### config.mk
export PLATFORM = sky130hd
export DESIGN_NAME = gpg_top
export DESIGN_NICKNAME = d
export VERILOG_FILES = /design/src/hdl/gpg_pkg.sv /design/src/hdl/gpg_pad_sense.sv /design/src/hdl/gpg_sync.sv /design/src/hdl/gpg_top.sv
export SDC_FILE = /design/constraint.sdc
export NUM_CORES = 1
export LEC_CHECK = 0
export BUFFER_PORTS_ARGS = -buffer_cell sky130_fd_sc_hd__buf_2
export CAP_MARGIN = 10
export CORE_MARGIN = 4
export CORE_UTILIZATION = 60
export CTS_CLUSTER_SIZE = 20
export DETAILED_ROUTE_END_ITERATION = 12
export PLACE_DENSITY = 0.85
export SETUP_SLACK_MARGIN = 0.3
export SYNTH_ARGS = -nofsm -noshare
export SYNTH_HDL_FRONTEND = slang
export SYNTH_SLANG_ARGS = --single-unit
### constraint.sdc
create_clock -name clk -period 9.2 [get_ports clk]
set_clock_uncertainty 0.05 [all_clocks]
set_input_delay 0.46 -clock clk [delete_from_list [all_inputs] [get_ports clk]]
set_output_delay 0.46 -clock clk [all_outputs]
set_load 0.01 [all_outputs]
### src/hdl/gpg_pkg.sv
/*
  Constants for the general-purpose pin group: register offsets, field
  positions, reset values, sense codes and the interrupt hold-off count.
  Assumes a byte-wide register port and an eight-pin group.
*/
`default_nettype none

package gpg_pkg;

  // ==========================================================================
  // Register offsets on the byte-wide register port.
  localparam logic [4:0] OFF_DRIVE_ENABLE   = 5'h00;
  localparam logic [4:0] OFF_DRIVE_SET      = 5'h01;
  localparam logic [4:0] OFF_DRIVE_CLEAR    = 5'h02;
  localparam logic [4:0] OFF_DRIVE_TOGGLE   = 5'h03;
  localparam logic [4:0] OFF_LEVEL          = 5'h04;
  localparam logic [4:0] OFF_LEVEL_SET      = 5'h05;
  localparam logic [4:0] OFF_LEVEL_CLEAR    = 5'h06;
  localparam logic [4:0] OFF_LEVEL_TOGGLE   = 5'h07;
  localparam logic [4:0] OFF_INPUT          = 5'h08;
  localparam logic [4:0] OFF_EVENT_FLAGS    = 5'h09;
  localparam logic [4:0] OFF_GROUP_CONTROL  = 5'h0a;
  localparam logic [4:0] OFF_STAGED_SETTING = 5'h0b;
  localparam logic [4:0] OFF_STAGED_COPY    = 5'h0c;
  localparam logic [4:0] OFF_STAGED_OR      = 5'h0d;
  localparam logic [4:0] OFF_STAGED_ANDNOT  = 5'h0e;
  localparam logic [4:0] OFF_PER_PAD_BASE   = 5'h10;

  // ==========================================================================
  // Fast alias locations.
  localparam logic [1:0] ALIAS_DRIVE_ENABLE = 2'h0;
  localparam logic [1:0] ALIAS_LEVEL        = 2'h1;
  localparam logic [1:0] ALIAS_INPUT        = 2'h2;
  localparam logic [1:0] ALIAS_EVENT_FLAGS  = 2'h3;

  // ==========================================================================
  // Fields of per_pad_control and group_control.
  localparam int         POS_POLARITY_FLIP    = 7;
  localparam int         POS_THRESHOLD_SELECT = 6;
  localparam int         POS_WEAK_HIGH        = 3;
  localparam int         POS_SENSE_LSB        = 0;
  localparam int         POS_EDGE_RATE_LIMIT  = 0;
  localparam logic [7:0] PAD_CTRL_MASK        = 8'hcf;
  localparam logic [7:0] PAD_CTRL_RESET       = 8'h00;
  localparam logic [7:0] REG_RESET            = 8'h00;

  // ==========================================================================
  // Sense configuration codes.
  localparam logic [2:0] SENSE_INT_DISABLE = 3'h0;
  localparam logic [2:0] SENSE_BOTH_EDGES  = 3'h1;
  localparam logic [2:0] SENSE_RISING      = 3'h2;
  localparam logic [2:0] SENSE_FALLING     = 3'h3;
  localparam logic [2:0] SENSE_BUFFER_OFF  = 3'h4;
  localparam logic [2:0] SENSE_LOW_LEVEL   = 3'h5;

  // ==========================================================================
  // Interrupt dead time after a pin event, in peripheral clock cycles.
  localparam int         HOLDOFF_CYCLES = 3;
  localparam logic [1:0] HOLDOFF_LOAD   = 2'(HOLDOFF_CYCLES - 1);

endpackage

`default_nettype wire

### src/hdl/gpg_pad_sense.sv
/*
  Per-pin sense logic: applies polarity, detects the selected sense
  condition and enforces the dead time after each event.
  Assumes level_sync comes from a synchroniser on the same clock.
*/
`timescale 1ns/1ps
`default_nettype none

module gpg_pad_sense
(
  input  wire logic       clk,
  input  wire logic       sys_rst,
  input  wire logic       level_sync,
  input  wire logic       polarity_flip,
  input  wire logic [2:0] sense_config,
  output var  logic       level_out,
  output var  logic       event_out
);

  logic       prev_q;
  logic       prev_d;
  logic [1:0] hold_q;
  logic [1:0] hold_d;
  logic       level;
  logic       cond;

  // ==========================================================================
  // Logical level and sense condition.
  always_comb
  begin
    level = level_sync ^ polarity_flip;
    unique case (sense_config)
      gpg_pkg::SENSE_BOTH_EDGES: cond = level ^ prev_q;
      gpg_pkg::SENSE_RISING:     cond = level & ~prev_q;
      gpg_pkg::SENSE_FALLING:    cond = ~level & prev_q;
      gpg_pkg::SENSE_LOW_LEVEL:  cond = ~level;
      default:                   cond = 1'b0;
    endcase
    event_out = cond && (hold_q == 2'h0);
    prev_d    = level;
    if (event_out)
    begin
      hold_d = gpg_pkg::HOLDOFF_LOAD;
    end
    else if (hold_q != 2'h0)
    begin
      hold_d = hold_q - 2'h1;
    end
    else
    begin
      hold_d = hold_q;
    end
  end

  always_ff @(posedge clk or posedge sys_rst)
  begin
    if (sys_rst)
    begin
      prev_q <= 1'b0;
      hold_q <= 2'h0;
    end
    else
    begin
      prev_q <= prev_d;
      hold_q <= hold_d;
    end
  end

  assign level_out = level;

endmodule

`default_nettype wire

### src/hdl/gpg_sync.sv
/*
  Two-stage input synchroniser with a hold enable.
  Assumes the pad level is asynchronous; while en is low both stages hold.
*/
`timescale 1ns/1ps
`default_nettype none

module gpg_sync
(
  input  wire logic clk,
  input  wire logic sys_rst,
  input  wire logic en,
  input  wire logic async_in,
  output var  logic sync_out
);

  logic meta_q;
  logic meta_d;
  logic sync_q;
  logic sync_d;

  // ==========================================================================
  // Next values.
  always_comb
  begin
    meta_d = en ? async_in : meta_q;
    sync_d = en ? meta_q : sync_q;
  end

  always_ff @(posedge clk or posedge sys_rst)
  begin
    if (sys_rst)
    begin
      meta_q <= 1'b0;
      sync_q <= 1'b0;
    end
    else
    begin
      meta_q <= meta_d;
      sync_q <= sync_d;
    end
  end

  assign sync_out = sync_q;

endmodule

`default_nettype wire

### src/hdl/gpg_top.sv
/*
  General-purpose pin group of eight pins: drive enable, output level with
  set, clear and toggle strobes, sampled input, per-pin control, staged
  multi-pin configuration, fast alias port, peripheral override and pin
  event flags with one interrupt request.
  Assumes a byte-wide register port, a shared staged setting register held
  outside the group, and pad cells that resolve the output enables.
*/
`timescale 1ns/1ps
`default_nettype none

module gpg_top
#(
  parameter int PINS = 8
)
(
  input  wire logic            clk,
  input  wire logic            sys_rst,
  input  wire logic [4:0]      reg_addr,
  input  wire logic            reg_wr,
  input  wire logic            reg_rd,
  input  wire logic [7:0]      reg_wdata,
  output var  logic [7:0]      reg_rdata,
  input  wire logic [1:0]      alias_addr,
  input  wire logic            alias_wr,
  input  wire logic            alias_rd,
  input  wire logic [7:0]      alias_wdata,
  output var  logic [7:0]      alias_rdata,
  input  wire logic [7:0]      staged_setting_in,
  output var  logic            staged_setting_wr,
  output var  logic [7:0]      staged_setting_wdata,
  input  wire logic [PINS-1:0] periph_dir_own,
  input  wire logic [PINS-1:0] periph_dir,
  input  wire logic [PINS-1:0] periph_level_own,
  input  wire logic [PINS-1:0] periph_level,
  output var  logic [PINS-1:0] periph_pin_level,
  input  wire logic [PINS-1:0] pad_in,
  output var  logic [PINS-1:0] pad_out,
  output var  logic [PINS-1:0] pad_oe_n,
  output var  logic [PINS-1:0] pad_pullup_en,
  output var  logic [PINS-1:0] pad_input_en,
  output var  logic [PINS-1:0] pad_ttl_sel,
  output var  logic            pad_slew_limit,
  output var  logic            irq
);

  logic [PINS-1:0] drive_q;
  logic [PINS-1:0] drive_d;
  logic [PINS-1:0] level_q;
  logic [PINS-1:0] level_d;
  logic [PINS-1:0] flags_q;
  logic [PINS-1:0] flags_d;
  logic            slew_q;
  logic            slew_d;
  logic [7:0]      pad_ctrl_q [PINS];
  logic [7:0]      pad_ctrl_d [PINS];
  logic [7:0]      rdata_q;
  logic [7:0]      rdata_d;
  logic [7:0]      ardata_q;
  logic [7:0]      ardata_d;
  logic [PINS-1:0] in_sync;
  logic [PINS-1:0] in_level;
  logic [PINS-1:0] pin_event;
  logic [PINS-1:0] flag_clear;
  logic [PINS-1:0] irq_enabled;
  logic [PINS-1:0] eff_drive;
  logic [PINS-1:0] wmask;
  logic [PINS-1:0] amask;

  // ==========================================================================
  // Helpers.
  function automatic logic [2:0] sense_of(input logic [7:0] ctrl);
    sense_of = ctrl[gpg_pkg::POS_SENSE_LSB +: 3];
  endfunction

  function automatic logic buffer_on(input logic [7:0] ctrl);
    buffer_on = (sense_of(ctrl) != gpg_pkg::SENSE_BUFFER_OFF);
  endfunction

  function automatic logic [7:0] widen(input logic [PINS-1:0] v);
    widen = 8'(v);
  endfunction

  assign wmask = reg_wdata[PINS-1:0];
  assign amask = alias_wdata[PINS-1:0];

  // ==========================================================================
  // Input path per pin.
  for (genvar n = 0; n < PINS; n++)
  begin : g_pin
    gpg_sync u_sync
    (
      .clk      (clk),
      .sys_rst  (sys_rst),
      .en       (buffer_on(pad_ctrl_q[n])),
      .async_in (pad_in[n]),
      .sync_out (in_sync[n])
    );

    gpg_pad_sense u_sense
    (
      .clk           (clk),
      .sys_rst       (sys_rst),
      .level_sync    (in_sync[n]),
      .polarity_flip (pad_ctrl_q[n][gpg_pkg::POS_POLARITY_FLIP]),
      .sense_config  (sense_of(pad_ctrl_q[n])),
      .level_out     (in_level[n]),
      .event_out     (pin_event[n])
    );
  end

  // ==========================================================================
  // Drive enable and output level registers.
  always_comb
  begin
    drive_d = drive_q;
    level_d = level_q;
    slew_d  = slew_q;
    if (reg_wr)
    begin
      unique case (reg_addr)
        gpg_pkg::OFF_DRIVE_ENABLE:  drive_d = wmask;
        gpg_pkg::OFF_DRIVE_SET:     drive_d = drive_q | wmask;
        gpg_pkg::OFF_DRIVE_CLEAR:   drive_d = drive_q & ~wmask;
        gpg_pkg::OFF_DRIVE_TOGGLE:  drive_d = drive_q ^ wmask;
        gpg_pkg::OFF_LEVEL:         level_d = wmask;
        gpg_pkg::OFF_LEVEL_SET:     level_d = level_q | wmask;
        gpg_pkg::OFF_LEVEL_CLEAR:   level_d = level_q & ~wmask;
        gpg_pkg::OFF_LEVEL_TOGGLE:  level_d = level_q ^ wmask;
        gpg_pkg::OFF_INPUT:         level_d = level_q ^ wmask;
        gpg_pkg::OFF_GROUP_CONTROL: slew_d = reg_wdata[gpg_pkg::POS_EDGE_RATE_LIMIT];
        default:
        begin
        end
      endcase
    end
    // Alias writes are applied on top of an ordinary write in the same cycle.
    if (alias_wr)
    begin
      unique case (alias_addr)
        gpg_pkg::ALIAS_DRIVE_ENABLE: drive_d = amask;
        gpg_pkg::ALIAS_LEVEL:        level_d = amask;
        gpg_pkg::ALIAS_INPUT:        level_d = level_d ^ amask;
        default:
        begin
        end
      endcase
    end
  end

  always_ff @(posedge clk or posedge sys_rst)
  begin
    if (sys_rst)
    begin
      drive_q <= '0;
      level_q <= '0;
      slew_q  <= 1'b0;
    end
    else
    begin
      drive_q <= drive_d;
      level_q <= level_d;
      slew_q  <= slew_d;
    end
  end

  // ==========================================================================
  // Per-pad control and staged multi-pin update.
  always_comb
  begin
    staged_setting_wr    = reg_wr && (reg_addr == gpg_pkg::OFF_STAGED_SETTING);
    staged_setting_wdata = reg_wdata & gpg_pkg::PAD_CTRL_MASK;
    for (int n = 0; n < PINS; n++)
    begin
      pad_ctrl_d[n] = pad_ctrl_q[n];
      if (reg_wr)
      begin
        if (reg_addr == (gpg_pkg::OFF_PER_PAD_BASE + 5'(n)))
        begin
          pad_ctrl_d[n] = reg_wdata & gpg_pkg::PAD_CTRL_MASK;
        end
        else if (reg_addr == gpg_pkg::OFF_STAGED_COPY && wmask[n])
        begin
          pad_ctrl_d[n] = staged_setting_in & gpg_pkg::PAD_CTRL_MASK;
        end
        else if (reg_addr == gpg_pkg::OFF_STAGED_OR && wmask[n])
        begin
          pad_ctrl_d[n] = (pad_ctrl_q[n] | staged_setting_in) & gpg_pkg::PAD_CTRL_MASK;
        end
        else if (reg_addr == gpg_pkg::OFF_STAGED_ANDNOT && wmask[n])
        begin
          pad_ctrl_d[n] = pad_ctrl_q[n] & ~staged_setting_in;
        end
      end
    end
  end

  always_ff @(posedge clk or posedge sys_rst)
  begin
    if (sys_rst)
    begin
      for (int n = 0; n < PINS; n++)
      begin
        pad_ctrl_q[n] <= gpg_pkg::PAD_CTRL_RESET;
      end
    end
    else
    begin
      for (int n = 0; n < PINS; n++)
      begin
        pad_ctrl_q[n] <= pad_ctrl_d[n];
      end
    end
  end

  // ==========================================================================
  // Event flags: write one to clear, a new event wins over the clear.
  always_comb
  begin
    flag_clear = '0;
    if (reg_wr && reg_addr == gpg_pkg::OFF_EVENT_FLAGS)
    begin
      flag_clear = wmask;
    end
    if (alias_wr && alias_addr == gpg_pkg::ALIAS_EVENT_FLAGS)
    begin
      flag_clear = flag_clear | amask;
    end
    flags_d = (flags_q & ~flag_clear) | pin_event;
    for (int n = 0; n < PINS; n++)
    begin
      irq_enabled[n] = (sense_of(pad_ctrl_q[n]) != gpg_pkg::SENSE_INT_DISABLE)
                       && buffer_on(pad_ctrl_q[n]);
    end
  end

  always_ff @(posedge clk or posedge sys_rst)
  begin
    if (sys_rst)
    begin
      flags_q <= '0;
    end
    else
    begin
      flags_q <= flags_d;
    end
  end

  assign irq = |(flags_q & irq_enabled);

  // ==========================================================================
  // Read data, one cycle after the read strobe.
  always_comb
  begin
    rdata_d = rdata_q;
    if (reg_rd)
    begin
      unique case (reg_addr)
        gpg_pkg::OFF_DRIVE_ENABLE,
        gpg_pkg::OFF_DRIVE_SET,
        gpg_pkg::OFF_DRIVE_CLEAR,
        gpg_pkg::OFF_DRIVE_TOGGLE:   rdata_d = widen(drive_q);
        gpg_pkg::OFF_LEVEL,
        gpg_pkg::OFF_LEVEL_SET,
        gpg_pkg::OFF_LEVEL_CLEAR,
        gpg_pkg::OFF_LEVEL_TOGGLE:   rdata_d = widen(level_q);
        gpg_pkg::OFF_INPUT:          rdata_d = widen(in_level);
        gpg_pkg::OFF_EVENT_FLAGS:    rdata_d = widen(flags_q);
        gpg_pkg::OFF_GROUP_CONTROL:  rdata_d = {7'h00, slew_q};
        gpg_pkg::OFF_STAGED_SETTING: rdata_d = staged_setting_in & gpg_pkg::PAD_CTRL_MASK;
        default:
        begin
          rdata_d = gpg_pkg::REG_RESET;
          if (reg_addr[4] && (int'(reg_addr[3:0]) < PINS))
          begin
            rdata_d = pad_ctrl_q[reg_addr[2:0]];
          end
        end
      endcase
    end
    ardata_d = ardata_q;
    if (alias_rd)
    begin
      unique case (alias_addr)
        gpg_pkg::ALIAS_DRIVE_ENABLE: ardata_d = widen(drive_q);
        gpg_pkg::ALIAS_LEVEL:        ardata_d = widen(level_q);
        gpg_pkg::ALIAS_INPUT:        ardata_d = widen(in_level);
        gpg_pkg::ALIAS_EVENT_FLAGS:  ardata_d = widen(flags_q);
      endcase
    end
  end

  always_ff @(posedge clk or posedge sys_rst)
  begin
    if (sys_rst)
    begin
      rdata_q  <= gpg_pkg::REG_RESET;
      ardata_q <= gpg_pkg::REG_RESET;
    end
    else
    begin
      rdata_q  <= rdata_d;
      ardata_q <= ardata_d;
    end
  end

  assign reg_rdata   = rdata_q;
  assign alias_rdata = ardata_q;

  // ==========================================================================
  // Pad controls with peripheral override.
  always_comb
  begin
    for (int n = 0; n < PINS; n++)
    begin
      eff_drive[n] = periph_dir_own[n] ? periph_dir[n] : drive_q[n];
      pad_oe_n[n]  = ~eff_drive[n];
      pad_out[n]   = periph_level_own[n] ? periph_level[n]
                     : (level_q[n] ^ pad_ctrl_q[n][gpg_pkg::POS_POLARITY_FLIP]);
      pad_pullup_en[n] = pad_ctrl_q[n][gpg_pkg::POS_WEAK_HIGH] & ~eff_drive[n];
      pad_input_en[n]  = buffer_on(pad_ctrl_q[n]);
      pad_ttl_sel[n]   = pad_ctrl_q[n][gpg_pkg::POS_THRESHOLD_SELECT];
    end
  end

  assign periph_pin_level = in_level;
  assign pad_slew_limit   = slew_q;

endmodule

`default_nettype wire

==> reports/results.ini, run 1 <==
[power_and_ir_drop]
irDropWorstVdd_mv=0.155
p_leak_nw=5.56
power_density_nw_per_um2=186

[worst_setup_path]
crit_required_ps=9470
cp_cell_sequence=buf_4, nand2_1, nor3_2, o21a_1, o21ai_0, mux2_2
rrSetupSlack_ps=6570
crit_buf_inv=1
slowest_delay_ps=770
crit_family=simple AND/OR/NAND/NOR gates
cp_max_fo=99
slowest_stage=buf_4
start_kind=input pin
end_kind=flip-flop
path_class=in2reg
crit_start=reg_addr[1]
cp.arrival_ps=3040

[timing]
maxSlewViolCount=0
tns_ps=0
setup_violations=0
post-route-min-period_ps=2770
max_clock_freq_mhz=361
worst_slew_pin_slew_ps=1080
slew-limit-headroom_pct=28.0
min_period_over_period_pct=30.1
rsz0062_at_grt=no
hold_ws_ps=185
final_hold_viol_count=0

[grt]
grt_pass1_wl_um=53700
grt_pass1_vias=9813
grt_max_degree=100
overflow=0
grt_antenna_before_repair=1
grtUsageTotal_pct=33.8

[clock_tree]
post_cts_resized=0
path_clk_slew_ps=60
cts_tree=yes
clk_latency_ps=440
postCtsHoldBufs=0
htree_levels=4
clockBufferDepth=2
cts_root_buf=clkbuf_16
clock-sinks=145
cts_inserted_buffers=17
cts_setup_buffers=0

[place]
gp_congestion=0.952
io_buffers=149
post-dp-hpwl_um=24400

[logic_synthesis]
ys.flop_type=dfrtp_1
synth_edf_count=0
ys_seq_elements=145
synth_cell_type_count=84
ys_seq_area_share_pct=33.5
avgSynthCellArea_um2=9.15
netlist_area_um2=10800
ys_async_sr_fraction_pct=100
synth_cells=1183
yosysWarnings=0

[drt]
wl_um=34400
met2WireLength_um=15900
wl_per_cell_um=23.1
ant_nets=0
met1_length_um=12800
dr.max_layer_used=met4
drcViolationCount=0
viasPerCell=6.79
drt-initial-drc-count=1468
drtPass1Iterations=9
vias=10115
wl_met3_um=4190

[die]
initial_core_util_pct=61.9
ioPinCount=152
die_y_um=142
core_um2=17500
die-width_um=142
std_cell_rows=48
fp.dieArea_um2=20200

[layout]
drive_above_1_share_pct=21.6
nFillCells=1359
final_nets=1388
final_common_cell=buf_2
seq_area_um2=3630
multiInputGateArea_um2=6290
syn_to_final_growth_pct=9.80
antenna_cells=0
final_cell_mix=buf_2, dfrtp_1, o21ai_0

[run]
drv_cap=0

[hold_path]
hp-class=in2async

[outcome]
status=finished, final reports clean

==> worst reg2reg max path, cell delays in order, from the launching register on <==
cell	delay, ps
dfrtp_1	480
xor2_1	600
inv_1	110
ha_1	200
mux2_2	260
a22o_1	240
a21oi_1	290
inv_1	70
a32o_1	210
==> kinds of logic (layout without fill, tap and decap cells) <==
group	count (synthesis)	after routing	share of synthesized area, %
buf+inv	192	272	8.41
compound gates	351	351	21.3
mux	133	133	15.1
other cells	1	2	0.0347
xor+xnor	16	16	1.29
flops	145	145	33.5
simple gates	285	285	13.4
fa+ha+maj	60	60	6.94
==> stage by stage <==
step	setup slack [ps]	total power, mW	utilization, %	cell area [um2]	instances
after floorplan	4800	1.28	-	10800	1184
after global placement	6130	1.45	64.7	11300	1457
after detailed placement	6030	1.49	64.7	11300	1457
after CTS	6500	2.19	68.0	11900	1489
after global routing	6250	2.32	68.0	11900	1489
final	6430	2.20	68.0	11900	1489
==> path summary, 6_finish.rpt <==
kind	to	cells after the start
min in group clk	g_pin[2].u_sync.meta_q$_DFFE_PP0N_	2
max in group asynchronous	async pin	3
min	async pin	2
max	flip-flop	6
min reg2reg	g_pin[0].u_sense.hold_q[0]$_DFFE_PP0P_	1
max reg2reg	flags_q[2]$_DFF_PP0_	8
==> synthesized netlist by cell type (3+ instances only) <==
cell,count,area [um2]
a2111oi_0,5,43.8
a211o_1,4,35.0
a211oi_1,11,82.6
a21boi_0,7,52.6
a21oi_1,58,290
a221o_1,4,40.0
a221oi_1,4,35.0
a222oi_1,5,50.1
a22o_1,11,96.3
a22oi_1,12,90.1
a32o_1,24,240
and2_1,25,156
and3_1,4,25.0
and3b_1,3,26.3
buf_1,6,22.5
buf_2,25,125
buf_4,38,285
clkbuf_1,32,120
dfrtp_1,145,3630
ha_1,60,751
inv_1,88,330
mux2_1,25,282
mux2_2,53,597
mux2i_1,39,390
mux4_2,16,360
nand2_1,105,394
nand2b_1,15,93.8
nand3_1,29,145
nor2_1,48,180
nor2_2,3,18.8
nor2b_1,17,106
nor3_1,7,35.0
nor4_1,3,18.8
o211a_1,7,70.1
o211ai_1,6,45.0
o21a_1,4,30.0
o21ai_0,119,596
o21ai_1,26,130
o221ai_1,3,26.3
o22ai_1,11,68.8
xnor2_1,8,70.1
xor2_1,8,70.1
==> layer usage <==
layer | GRT usage [%] | up-vias
li1 | - | 4364
met1 | 44.6 | 4833
met2 | 53.5 | 746
met3 | 8.13 | 172
met4 | 14.7 | 0
met5 | 0 | -
==> where the power goes <==
group	leakage, nW	switching, mW	internal (mW)
sequential	1.86	0.115	0.746
clock	0.287	0.284	0.420
combinational	3.42	0.376	0.263
total	5.56	0.775	1.43
==> area by class of cell <==
type                            count  area share [%]
Multi-Input combinational cell    847            52.9
Clock buffer                       23            4.02
Sequential cell                   145            30.5
Tap cell                          225            2.37
Inverter                           89            2.85
Clock inverter                      9           0.884
Timing Repair Buffer              151            6.42
(Power assumes the default switching activity.)
==> run 2, diff against run 1 <==
--- a/config.mk
+++ b/config.mk
@@ -5,13 +5,14 @@
 export SDC_FILE = /design/constraint.sdc
 export NUM_CORES = 1
 export LEC_CHECK = 0
+export ABC_AREA = 1
 export BUFFER_PORTS_ARGS = -buffer_cell sky130_fd_sc_hd__buf_2
 export CAP_MARGIN = 10
 export CORE_MARGIN = 4
-export CORE_UTILIZATION = 60
+export CORE_UTILIZATION = 59
 export CTS_CLUSTER_SIZE = 20
 export DETAILED_ROUTE_END_ITERATION = 12
-export PLACE_DENSITY = 0.85
+export PLACE_DENSITY = 0.84
 export SETUP_SLACK_MARGIN = 0.3
 export SYNTH_ARGS = -nofsm -noshare
 export SYNTH_HDL_FRONTEND = slang
==> constraint.sdc (replaced) <==
create_clock -name clk -period 2.9 [get_ports clk]
set_clock_uncertainty 0.05 [all_clocks]
set_input_delay 0.145 -clock clk [delete_from_list [all_inputs] [get_ports clk]]
set_output_delay 0.145 -clock clk [all_outputs]
set_load 0.01 [all_outputs]
==> reports/results.ini, run 2 <==
[hold_path]
hold_end=level_q[7]$_DFF_PP0_
min_from=alias_wdata[7]
hp-class=in2reg
whs_path_depth=3

[die]
fp.dieArea_um2=19700
initial_core_util_pct=60.1
std_cell_rows=48
core_um2=17200
die_y_um=140
ioPinCount=152
die-width_um=140

[logic_synthesis]
synth_simple_gate_area_share_pct=20.7
netlist_area_um2=10400
synth-compound-area-share_pct=23.8
yosysMostFrequentCell=nand2_1
ys_seq_elements=145
ys_seq_area_share_pct=35.0
yosys.area.top_type=dfrtp_1
synth_fa_ha_area_share_pct=7.25
synthXorXnorAreaFrac_pct=0.846
synthTopCellsByCount=nand2_1, inv_1, dfrtp_1, a21oi_1, o21ai_0
synth_top_family_by_area=compound AO/OA/AOI/OAI gates
avgSynthCellArea_um2=7.29
synth_cell_type_count=52
yosysWarnings=0
synth_edf_count=0
netlist_top_cells_area=dfrtp_1, nand2_1, ha_1
synth_cells=1420
yosysTopAreaCellShare_pct=35.0
synthMuxAreaShare_pct=0.544
ys.flop_type=dfrtp_1
ys_async_sr_fraction_pct=100

[timing]
tns_ps=0
max_clock_freq_mhz=481
final_hold_viol_count=0
maxSlewViolCount=0
worst_slew_pin_slew_ps=699
setup_violations=0
min_period_over_period_pct=71.7
slew-limit-headroom_pct=53.2
rsz0062_at_grt=no
post-route-min-period_ps=2080

[power_and_ir_drop]
power_density_nw_per_um2=713
irDropWorstVdd_mv=0.516
total_power_mw=8.49
p_leak_nw=6.07

[worst_setup_path]
rr_worst_depth=9
cp.arrival_ps=2390
cpMostUsedCell=a21oi_1
slowest_stage=dfrtp_1
crit_required_ps=3210
slowest_delay_ps=500
cp_cell_sequence=xnor2_1, buf_4, ha_1, o21ai_0, a21oi_1, o221ai_1, nand2_1, nor2_1, a21oi_1
r2r-end=g_pin[0].u_sense.hold_q[1]$_DFFE_PP0P_
start_kind=flip-flop
cp_max_fo=4
end_kind=flip-flop
path_class=reg2reg
rrSetupSlack_ps=820

[layout]
final_cell_mix=nand2_1, inv_1, buf_2
final_common_cell=nand2_1
instances_no_fill=1792
antenna_cells=0
syn_to_final_growth_pct=15.0
drive_above_1_share_pct=16.3
final_nets=1692

[clock_tree]
path_clk_slew_ps=70
htree_levels=4
cts_setup_buffers=0
clock-sinks=145
cts_tree=yes
clk_latency_ps=440
cts_inserted_buffers=17
cts_root_buf=clkbuf_16
clockBufferDepth=2

[grt]
grtUsageTotal_pct=41.2
grt_pass1_vias=10671
overflow=0
grt_max_degree=95
grt_antenna_before_repair=1
grt_pass1_wl_um=61500

[drt]
wl_per_cell_um=22.9
drtPass1Iterations=6
ant_nets=0
wl_um=41100
vias=11316
drt-initial-drc-count=1657
drcViolationCount=0
viasPerCell=6.31

[place]
io_buffers=149
gp_congestion=0.999
dpl.cell_count=1747
post-dp-hpwl_um=30800

[outcome]
status=finished, final reports clean

[run]
drv_cap=0

-- run 2: timing repair --
item                                    CTS  global route
resized for setup                         0             0
hold buffers                             14             0
hold endpoints to repair                149             0
endpoints found under the setup margin    0             0
-- run 2: logic make-up after synthesis --
group	count (synthesis)
fa+ha+maj	60
simple gates	491
xor+xnor	10
flops	145
other cells	1
buf+inv	285
mux	5
compound gates	423
-- run 2: worst max path at each step --
stage / start / end
global route: flip-flop / g_pin[1].u_sense.hold_q[0]$_DFFE_PP0P_
CTS: flip-flop / g_pin[0].u_sense.hold_q[1]$_DFFE_PP0P_
detailed placement: reg_addr[2] / flip-flop
floorplan: sys_rst / async pin
finish: flip-flop / g_pin[0].u_sense.hold_q[1]$_DFFE_PP0P_
global placement: reg_addr[2] / flip-flop
-- run 2: critical path, delay by kind of cell, from the launching register on --
family	cells	cell delay, ps
xor gates and xnor gates	1	240
buffers and inverters	1	170
and+or+nand+nor	2	240
DFF	1	500
adders and majority gates	1	140
AOI/OAI and AO/OA	4	680
-- run 2: through the flow --
| stage | utilization [%] | hold WS [ps] | worst slack [ps] | cell area, um2 |
|---|---|---|---|---|
| after global routing | 69.1 | 24.9 | 631 | 11900 |
| after detailed placement | 64.8 | 0.752 | 619 | 11200 |
| after CTS | 69.1 | 0.273 | 851 | 11900 |
| after floorplan | - | 216 | 886 | 10400 |
| final | 69.1 | 12.8 | 820 | 11900 |
| after global placement | 64.8 | -3.61 | 675 | 11200 |
-- run 2: cell type report --
cell class,instances,area (um2)
clock buffer,18,429
clock inverter,13,180
fill,1453,5330
inverter,212,800
multi-input combinational,991,5510
sequential,145,3630
tap,225,282
timing repair buffer,188,1090
-- run 2: power by group --
group	total, mW	leakage, nW	internal [mW]	switching (mW)
combinational	2.99	4.01	1.06	1.94
clock	2.35	0.291	1.37	0.978
sequential	3.15	1.77	2.57	0.576
-- run 2: per-layer routing --
layer	GRT usage [%]	up-vias	share of wire, %
met2	61.6	836	42
met1	54.7	5265	38
met5	0	-	0.046
met4	20.3	2	6.2
met3	12.2	182	14
li1	-	5031	-
